[src/rtl/sensor_seq_pkg.sv]
// constants shared by the sensor clock sequencer ends
// Behaviour
// RULE1 - six power states, moved only by controller
// RULE2 - each state move follows explicit controller action
// RULE3 - low power standby: clocks off, only clock registers
// RULE4 - standby 1: clock receiver runs, logic clock off
// RULE5 - standby 2: logic clock on, all registers open
// RULE6 - idle all blocks; sequencer enable means running
// RULE7 - clock, then reset release, then wait 10 us
// RULE8 - reference clock pin, or lvds clock when bypassed
// RULE9 - first clock writes in fixed order per mode
// RULE10 - sensor type written first, values zero to three
// RULE11 - clock management at 32, per mode value
// RULE12 - pll config then two lock detector registers
// RULE13 - release pll soft reset, then enable pll
// RULE14 - serial without pll: enable lvds clock input
// RULE15 - parallel mode: pll bypass value written
// RULE16 - device starts pll, lock flag readable
// RULE17 - poll lock flag before second phase if pll
// RULE18 - parallel variant never checks lock flag
// RULE19 - release clock gen reset, logic clock, logic blocks
// RULE20 - logic clock values per mode at 32
// RULE21 - each serial write completes before the next
package sensor_seq_pkg;
   // link frame: 9 address bits, read flag, 16 data bits
   localparam int FRAME_BITS = 26;
   localparam int ADDR_BITS = 9;
   localparam int CLK_NS = 40;
   // sclk half period in system clocks, slow enough for both synchronisers
   localparam int SCK_HALF = 8;
   localparam int GAP_CYCLES = 4;
   localparam int RESET_HOLD_NS = 1000;
   localparam int RESET_HOLD_CYC = (RESET_HOLD_NS + CLK_NS - 1) / CLK_NS;
   localparam int POWER_WAIT_NS = 10000;
   localparam int POWER_WAIT_CYC = (POWER_WAIT_NS + CLK_NS - 1) / CLK_NS;
   localparam int LOCK_TIME_NS = 20000;
   localparam int LOCK_CYC = (LOCK_TIME_NS + CLK_NS - 1) / CLK_NS;
   // device register addresses
   localparam logic [8:0] A_SENSOR_TYPE = 9'h002;
   localparam logic [8:0] A_PLL_SOFT_RESET = 9'h008;
   localparam logic [8:0] A_CLK_GEN_SOFT_RESET = 9'h009;
   localparam logic [8:0] A_PLL_CONTROL = 9'h010;
   localparam logic [8:0] A_PLL_CONFIG = 9'h011;
   localparam logic [8:0] A_CLOCK_INPUT = 9'h014;
   localparam logic [8:0] A_LOCK_A = 9'h01a;
   localparam logic [8:0] A_LOCK_B = 9'h01b;
   localparam logic [8:0] A_CLOCK_MGMT = 9'h020;
   localparam logic [8:0] A_LOGIC_ENABLE = 9'h022;
   localparam logic [8:0] A_PLL_STATUS = 9'h018;
   localparam logic [8:0] A_SEQ_ENABLE = 9'h0c0;
   // device register reset values
   localparam logic [15:0] SOFT_RESET_ON = 16'h0001;
   localparam logic [15:0] REG_CLEAR = 16'h0000;
   // values written by the controller
   localparam logic [15:0] TYPE_MONO = 16'h0000;
   localparam logic [15:0] TYPE_PARALLEL = 16'h0002;
   localparam logic [15:0] CM_SER8_PLL = 16'h200c;
   localparam logic [15:0] CM_SER8_NOPLL = 16'h2008;
   localparam logic [15:0] CM_SER10_PLL = 16'h2004;
   localparam logic [15:0] CM_SER10_NOPLL = 16'h2000;
   localparam logic [15:0] CM_LOGIC_CLK = 16'h0002;
   localparam logic [15:0] PLLCFG_8 = 16'h210f;
   localparam logic [15:0] PLLCFG_10 = 16'h2113;
   localparam logic [15:0] LOCKA_8 = 16'h1180;
   localparam logic [15:0] LOCKB_8 = 16'hccbc;
   localparam logic [15:0] LOCKA_10 = 16'h2280;
   localparam logic [15:0] LOCKB_10 = 16'h3d2d;
   localparam logic [15:0] PLL_ENABLE = 16'h0003;
   localparam logic [15:0] PLL_BYPASS = 16'h0007;
   localparam logic [15:0] ONE = 16'h0001;
   // output modes
   localparam logic [1:0] MODE_SER8 = 2'h0;
   localparam logic [1:0] MODE_SER10 = 2'h1;
   localparam logic [1:0] MODE_PAR10 = 2'h2;
   // controller apb map
   localparam logic [7:0] A_CTRL = 8'h00;
   localparam logic [7:0] A_STAT = 8'h04;
   localparam int LAST_STEP = 12;
   localparam int POLL_STEP = 8;
   // sensor operating states, one-hot
   typedef enum logic [5:0] {
      POWER_OFF = 6'h01,
      LP_STANDBY = 6'h02,
      STANDBY1 = 6'h04,
      STANDBY2 = 6'h08,
      IDLE = 6'h10,
      RUNNING = 6'h20
   } sensor_state_e;
endpackage

[src/rtl/sensor_link_if.sv]
// serial control link between controller and sensor
`timescale 1ns/1ns
interface sensor_link_if;
   logic sclk; // serial clock made by the controller
   logic csN; // frame select, active low
   logic mosi; // controller to sensor data
   logic miso; // sensor to controller data
   logic resetN; // sensor reset, active low
   modport host (output sclk, output csN, output mosi, input miso, output resetN);
   modport device (input sclk, input csN, input mosi, output miso, input resetN);
endinterface

[src/rtl/sensor_device.sv]
// sensor end: serial register slave, clock management and power states
`timescale 1ns/1ns
module sensor_device
   import sensor_seq_pkg::*;
(
   input wire logic sys_clk,
   input wire logic nrst,
   input wire logic ce,
   sensor_link_if.device link,
   output logic [5:0] powerState,
   output logic pllLocked,
   output logic logicClkOn,
   output logic sequencerOn
);
   typedef struct packed {
      logic [1:0] sclkS; // synchronisers, [0] feeds [1] only
      logic [1:0] csS;
      logic [1:0] mosiS;
      logic [1:0] rstS;
      logic sclkPrev;
      logic [4:0] bitCnt;
      logic [24:0] rxShift;
      logic [15:0] txShift;
      logic miso;
      logic [15:0] sensorType;
      logic [15:0] pllSoftRst;
      logic [15:0] cgSoftRst;
      logic [15:0] pllCtrl;
      logic [15:0] pllCfg;
      logic [15:0] clkIn;
      logic [15:0] lockA;
      logic [15:0] lockB;
      logic [15:0] clkMgmt;
      logic [15:0] logicEn;
      logic [15:0] seqEn;
      logic [9:0] lockCnt;
      logic locked;
      logic logicClk; // logic clock flag, flopped for the output
      sensor_state_e state;
   } dev_s;
   dev_s r_reg, r_next;
   logic rise, fall; // synchronised sclk edges
   logic pllOn, clkRunning, logicRun;
   logic [8:0] rxAddr;
   logic [25:0] frame;

   // registers still open while clocks are down
   function automatic logic clockReg(input logic [8:0] a);
      clockReg = (a == A_SENSOR_TYPE) || (a == A_PLL_SOFT_RESET) ||
         (a == A_CLK_GEN_SOFT_RESET) || (a == A_PLL_CONTROL) ||
         (a == A_PLL_CONFIG) || (a == A_CLOCK_INPUT) || (a == A_LOCK_A) ||
         (a == A_LOCK_B) || (a == A_CLOCK_MGMT) || (a == A_PLL_STATUS);
   endfunction

   // read data mux
   function automatic logic [15:0] readReg(input dev_s s, input logic [8:0] a);
      case (a)
         A_SENSOR_TYPE: readReg = s.sensorType;
         A_PLL_SOFT_RESET: readReg = s.pllSoftRst;
         A_CLK_GEN_SOFT_RESET: readReg = s.cgSoftRst;
         A_PLL_CONTROL: readReg = s.pllCtrl;
         A_PLL_CONFIG: readReg = s.pllCfg;
         A_CLOCK_INPUT: readReg = s.clkIn;
         A_LOCK_A: readReg = s.lockA;
         A_LOCK_B: readReg = s.lockB;
         A_CLOCK_MGMT: readReg = s.clkMgmt;
         A_LOGIC_ENABLE: readReg = s.logicEn;
         A_SEQ_ENABLE: readReg = s.seqEn;
         A_PLL_STATUS: readReg = {15'h0000, s.locked};
         default: readReg = REG_CLEAR;
      endcase
   endfunction

   // state decode from what the controller has written
   always_comb
   begin
      rise = r_reg.sclkS[1] && !r_reg.sclkPrev;
      fall = !r_reg.sclkS[1] && r_reg.sclkPrev;
      pllOn = (r_reg.pllCtrl == PLL_ENABLE) && (r_reg.pllSoftRst == REG_CLEAR);
      clkRunning = pllOn || (r_reg.pllCtrl == PLL_BYPASS) || r_reg.clkIn[0];
      logicRun = clkRunning && (r_reg.locked || !pllOn) &&
         (r_reg.cgSoftRst == REG_CLEAR) && |(r_reg.clkMgmt & CM_LOGIC_CLK);
      // nine address bits have just been shifted in when the read flag arrives
      rxAddr = r_reg.rxShift[8:0];
      frame = {r_reg.rxShift, r_reg.mosiS[1]};
   end

   // next state of everything
   always_comb
   begin
      r_next = r_reg;
      r_next.sclkS = {r_reg.sclkS[0], link.sclk};
      r_next.csS = {r_reg.csS[0], link.csN};
      r_next.mosiS = {r_reg.mosiS[0], link.mosi};
      r_next.rstS = {r_reg.rstS[0], link.resetN};
      r_next.sclkPrev = r_reg.sclkS[1];
      if (r_reg.csS[1])
      begin
         // frame idle: restart bit count
         r_next.bitCnt = 5'h00;
      end
      else if (rise && r_reg.bitCnt < 5'(FRAME_BITS))
      begin
         r_next.rxShift = frame[24:0];
         r_next.bitCnt = r_reg.bitCnt + 5'h01;
         // read flag just arrived: load answer, closed registers read zero
         if (r_reg.bitCnt == 5'(ADDR_BITS) && r_reg.mosiS[1])
         begin
            if (clockReg(rxAddr) || r_reg.state[3] || r_reg.state[4] || r_reg.state[5])
               r_next.txShift = readReg(r_reg, rxAddr); // [RULE16] [RULE5]
            else
               r_next.txShift = REG_CLEAR; // [RULE3]
         end
         // last bit of a write: commit
         if (r_reg.bitCnt == 5'(FRAME_BITS - 1) && !frame[16])
         begin
            if (clockReg(frame[25:17]) || r_reg.state[3] || r_reg.state[4] ||
               r_reg.state[5]) // [RULE3] [RULE5]
            begin
               case (frame[25:17])
                  A_SENSOR_TYPE: r_next.sensorType = frame[15:0];
                  A_PLL_SOFT_RESET: r_next.pllSoftRst = frame[15:0];
                  A_CLK_GEN_SOFT_RESET: r_next.cgSoftRst = frame[15:0];
                  A_PLL_CONTROL: r_next.pllCtrl = frame[15:0];
                  A_PLL_CONFIG: r_next.pllCfg = frame[15:0];
                  A_CLOCK_INPUT: r_next.clkIn = frame[15:0];
                  A_LOCK_A: r_next.lockA = frame[15:0];
                  A_LOCK_B: r_next.lockB = frame[15:0];
                  A_CLOCK_MGMT: r_next.clkMgmt = frame[15:0];
                  A_LOGIC_ENABLE: r_next.logicEn = frame[15:0];
                  A_SEQ_ENABLE: r_next.seqEn = frame[15:0];
                  default: r_next.seqEn = r_reg.seqEn; // unmapped: ignored
               endcase
            end
         end
      end
      // answer bits leave on falling sclk, msb first
      if (fall && !r_reg.csS[1] && r_reg.bitCnt > 5'(ADDR_BITS))
      begin
         r_next.miso = r_reg.txShift[15];
         r_next.txShift = {r_reg.txShift[14:0], 1'b0};
      end
      // lock detector counts only while the pll is really running
      if (pllOn && r_reg.state != LP_STANDBY && r_reg.state != POWER_OFF)
      begin
         if (r_reg.lockCnt == 10'(LOCK_CYC - 1))
            r_next.locked = 1'b1; // [RULE16]
         else
            r_next.lockCnt = r_reg.lockCnt + 10'h001;
      end
      else
      begin
         r_next.lockCnt = 10'h000;
         r_next.locked = 1'b0;
      end
      // states follow the reset pin, the written settings and the pll lock flag [RULE1] [RULE2]
      if (!r_reg.rstS[1])
         r_next.state = POWER_OFF;
      else if (!clkRunning)
         r_next.state = LP_STANDBY; // [RULE3]
      else if (!logicRun)
         r_next.state = STANDBY1; // [RULE4]
      else if (!r_reg.logicEn[0])
         r_next.state = STANDBY2; // [RULE5]
      else if (!r_reg.seqEn[0])
         r_next.state = IDLE; // [RULE6]
      else
         r_next.state = RUNNING; // [RULE6]
      // reset pin held: registers back to defaults
      if (!r_reg.rstS[1])
      begin
         r_next.sensorType = REG_CLEAR;
         r_next.pllSoftRst = SOFT_RESET_ON;
         r_next.cgSoftRst = SOFT_RESET_ON;
         r_next.pllCtrl = REG_CLEAR;
         r_next.pllCfg = REG_CLEAR;
         r_next.clkIn = REG_CLEAR;
         r_next.lockA = REG_CLEAR;
         r_next.lockB = REG_CLEAR;
         r_next.clkMgmt = REG_CLEAR;
         r_next.logicEn = REG_CLEAR;
         r_next.seqEn = REG_CLEAR;
      end
      // taken from the next values so the flag moves with the register write
      r_next.logicClk = r_next.clkMgmt[1] && (r_next.state != POWER_OFF); // [RULE5]
   end

   // state register, frozen while ce is low
   always_ff @(posedge sys_clk or negedge nrst)
   begin
      if (!nrst)
      begin
         r_reg <= '0;
         r_reg.sclkS <= 2'h0;
         r_reg.csS <= 2'h3;
         r_reg.pllSoftRst <= SOFT_RESET_ON;
         r_reg.cgSoftRst <= SOFT_RESET_ON;
         r_reg.state <= POWER_OFF;
      end
      else if (ce)
         r_reg <= r_next;
   end

   assign link.miso = r_reg.miso;
   assign powerState = r_reg.state;
   assign pllLocked = r_reg.locked;
   assign logicClkOn = r_reg.logicClk;
   assign sequencerOn = r_reg.seqEn[0];
endmodule

[src/flat_wrapper.sv]
// flat-port wrapper written by rule: the top's interface ports become plain ports
module sensor_device_flat import sensor_seq_pkg::*;
  (sys_clk, nrst, ce, powerState, pllLocked, logicClkOn, sequencerOn, link_sclk, link_csN, link_mosi, link_miso, link_resetN);
  sensor_link_if link_i ();
  input wire logic sys_clk;
  input wire logic nrst;
  input wire logic ce;
  output logic [5:0] powerState;
  output logic pllLocked;
  output logic logicClkOn;
  output logic sequencerOn;
  input wire logic [$bits(link_i.sclk)-1:0] link_sclk;
  input wire logic [$bits(link_i.csN)-1:0] link_csN;
  input wire logic [$bits(link_i.mosi)-1:0] link_mosi;
  output wire logic [$bits(link_i.miso)-1:0] link_miso;
  input wire logic [$bits(link_i.resetN)-1:0] link_resetN;
  assign link_i.sclk = link_sclk;
  assign link_i.csN = link_csN;
  assign link_i.mosi = link_mosi;
  assign link_miso = link_i.miso;
  assign link_i.resetN = link_resetN;
  sensor_device u_core (.sys_clk(sys_clk), .nrst(nrst), .ce(ce), .link(link_i), .powerState(powerState), .pllLocked(pllLocked), .logicClkOn(logicClkOn), .sequencerOn(sequencerOn));
endmodule
[config.mk]
export PLATFORM = sky130hd
export DESIGN_NAME = sensor_device_flat
export DESIGN_NICKNAME = d
export VERILOG_FILES = /design/src/rtl/sensor_seq_pkg.sv /design/src/rtl/sensor_link_if.sv /design/src/rtl/sensor_device.sv /design/src/flat_wrapper.sv
export SDC_FILE = /design/constraint.sdc
export NUM_CORES = 1
export LEC_CHECK = 0
export BUFFER_PORTS_ARGS = -buffer_cell sky130_fd_sc_hd__buf_2
export CAP_MARGIN = 20
export CORE_ASPECT_RATIO = 1.4
export CORE_UTILIZATION = 50
export CTS_BUF_LIST = sky130_fd_sc_hd__clkbuf_16
export CTS_CLUSTER_SIZE = 30
export DETAILED_ROUTE_END_ITERATION = 10
export PLACE_DENSITY = 0.76
export SYNTH_ARGS = -nofsm -noshare
export SYNTH_HDL_FRONTEND = slang
export SYNTH_SLANG_ARGS = --single-unit
[constraint.sdc]
create_clock -name sys_clk -period 2.8 [get_ports sys_clk]
set_input_delay 0.42 -clock sys_clk [delete_from_list [all_inputs] [get_ports sys_clk]]
set_output_delay 0.42 -clock sys_clk [all_outputs]
set_load 0.02 [all_outputs]
==> impl_metrics.py <==
metrics = {
    "status": {
        "outcome": "completed",
    },
    "routing": {
        "ant_nets": 0,
        "drt-total-wl_mm": 40.9,
        "via_per_inst": 6.72,
        "avgRoutedWirePerCell_um": 27.0,
        "drt_iter0_drc": 968,
        "drc": 0,
        "dr_total_vias": 10156,
        "drtPass1Iterations": 8,
    },
    "clocking": {
        "cts_buffer_depth": 3,
        "cts.sinks": 250,
        "h-tree-depth": 1,
        "numCtsBuffers": 25,
        "path_clk_slew_ns": 0.07,
        "clk_latency_ns": 0.55,
        "cts_root_buf": "clkbuf_16",
        "post_cts_resized": 0,
        "cts_tree": "yes",
    },
    "critical_path": {
        "arrival_ns": 3.08,
        "required_ns": 3.19,
        "critPathMaxFanout": 8,
        "critical_path_class": "reg2reg",
        "critPathCaptureType": "register",
        "cp-start-kind": "register",
    },
    "synthesis": {
        "synth_edf_count": 0,
        "ys_ff_latch": 250,
        "netlist_area_um2": 12000,
        "syn_inst": 1159,
        "synth_flop_cell": "dfrtp_1",
        "ys_seq_area_share_pct": 52.3,
        "yosysUniqueCellTypes": 78,
        "avgSynthCellArea_um2": 10.3,
        "yosys_warnings": 0,
        "async_reset_ff_share_pct": 100,
        "syn_nets": 1169,
    },
    "timing": {
        "period_minus_slack_ns": 2.69,
        "hold_violations": 0,
        "max_freq_mhz": 372,
        "rsz0062_at_grt": "no",
        "worst_slew_pin_slew_ns": 0.852,
        "clock_skew_ns": 0.0368,
        "finalSetupViolCount": 0,
        "slew_violations": 0,
        "fin_tns_setup_ns": 0,
        "slew_headroom_pct": 43.2,
        "layout_worst_path_cycle_share_pct": 96.0,
    },
    "die": {
        "core_um2": 23400,
        "design.die.area_um2": 24600,
        "rows": 66,
        "dieHeight_um": 185,
        "die_w_um": 133,
        "ios": 17,
        "start_util_pct": 51.3,
    },
    "flow_run": {
        "maxCapViolations": 0,
    },
    "place": {
        "gp_congestion": 1.09,
        "hpwl_mm": 28.4,
        "io_buffer_count": 16,
    },
    "pwr": {
        "comb_power_share_pct": 20.7,
        "netSwitchingFraction_pct": 31.7,
        "power.net_switching_uw": 2780,
        "p_clk_share_pct": 35.6,
        "p_int_uw": 5990,
        "power_density_nw_per_um2": 653,
        "power_frac_seq_pct": 43.7,
        "p_leak_uw": 0.00577,
        "peakVddDrop_uv": 459,
    },
    "global_route": {
        "grt_max_degree": 92,
        "grt.total_usage_pct": 34.2,
        "grt_pass1_wl_mm": 62.4,
        "antenna_found_initial": 0,
        "grt_pass1_vias": 10225,
        "grt.overflow.total": 0,
    },
    "final_layout": {
        "syn_to_final_growth_pct": 12.1,
        "drive_gt1_share_pct": 17.4,
        "final_common_cell": "dfrtp_1",
        "finalNetCount": 1198,
        "largest_register_ff_count": 209,
        "fin_util_pct": 57.5,
        "antennaDiodeCount": 0,
        "final_cell_mix": "dfrtp_1 (244), nand2_1 (127), buf_4 (80), o21ai_0 (64), o2bb2ai_1 (52)",
    },
    "min_path": {
        "hold_path_class": "in2reg",
    },
}
==> power by group through the flow <==
stage / combinational [µW] / sequential (µW) / clock (µW)
after floorplan: 968 / 3810 / 0
after global placement: 1760 / 3890 / 0
after detailed placement: 1760 / 3890 / 0
after CTS: 1770 / 3830 / 3160
after global routing: 1900 / 3840 / 3290
final: 1820 / 3830 / 3120
==> final cells by class <==
type | instances | area, µm²
clock buffer | 25 | 626
clock inverter | 19 | 119
fill | 1952 | 9940
inverter | 37 | 139
multi-input combinational | 773 | 5120
sequential | 250 | 6260
tap | 306 | 383
timing repair buffer | 101 | 781
==> synthesized netlist by cell type, drive strengths merged, types with 37 or more instances <==
cell type | n | area (µm²)
clkbuf | 54 | 204
a22o | 46 | 403
nand3 | 48 | 258
nor2 | 48 | 193
dfrtp | 245 | 6130
a22oi | 51 | 383
nand2 | 129 | 489
buf | 45 | 265
o2bb2ai | 52 | 455
inv | 37 | 139
o21ai | 100 | 519
mux2 | 39 | 439
==> stage by stage <==
| step | cell area (µm²) | total power (µW) | hold WS (ns) | setup slack [ns] | cells |
|---|---|---|---|---|---|
| 3_5_place_dp | 12700 | 5650 | 0.375 | 0.118 | 1465 |
| 5_1_grt | 13400 | 9030 | 0.130 | 0.0974 | 1511 |
| 4_1_cts | 13400 | 8750 | 0.104 | 0.143 | 1510 |
| 3_3_place_gp | 12700 | 5640 | 0.373 | 0.134 | 1465 |
| 2_1_floorplan | 12000 | 4780 | 0.124 | 0.705 | 1159 |
| 6_report | 13400 | 8770 | 0.115 | 0.112 | 1511 |
==> worst max-delay path: stages, from the launching register on <==
cell and delay [ns]:
dfrtp_1 0.46, nor4bb_1 0.19, nor2b_1 0.17, buf_4 0.18, a222oi_1 0.33, buf_4 0.18, a21oi_1 0.10, a2111oi_0 0.62
buf_4 0.22, o21ai_1 0.05
==> what timing repair did <==
item | 4_1_cts | 5_1_grt
buffers inserted | 0 | 0
hold buffers | 1 | 0
endpoints found under the hold margin | 52 | 0
==> cell families after synthesis <==
kind of cell,Yosys count,share of synthesized area [%]
AOI/OAI and AO/OA,374,22.8
xor gates and xnor gates,7,0.512
adders and majority gates,3,0.313
buffers and inverters,136,5.07
DFF,250,52.3
muxes,44,4.08
and+or+nand+nor,345,14.9
==> layer usage <==
metal	vias up	global-route usage, %	wire (µm)
met3	183	5.17	2870
met2	575	55.4	19300
met5	-	0	0
li1	4364	-	-
met1	5034	39.8	14800
met4	0	29.7	3920
==> final timing paths <==
path / startpoint / depth (start not counted) / slack [ns] / end
max: u_core.frame[2]$_DFFE_PN0P_ / 9 / 0.11 / u_core.r_reg[196]$_DFFE_PN0P_
min: link_resetN / 2 / 0.11 / u_core.r_next[243]$_DFFE_PN0P_
max reg2reg: u_core.frame[2]$_DFFE_PN0P_ / 9 / 0.11 / u_core.r_reg[196]$_DFFE_PN0P_
min reg2reg: u_core.r_reg[89]$_DFFE_PN0P_ / 2 / 0.48 / u_core.r_reg[89]$_DFFE_PN0P_
max in group asynchronous: nrst / 3 / 1.50 / u_core.r_reg[74]$_DFFE_PN0P_
min in group asynchronous: nrst / 2 / 0.38 / u_core.r_reg[15]$_DFFE_PN0P_
Note: power is estimated with default switching activity, not from simulation.
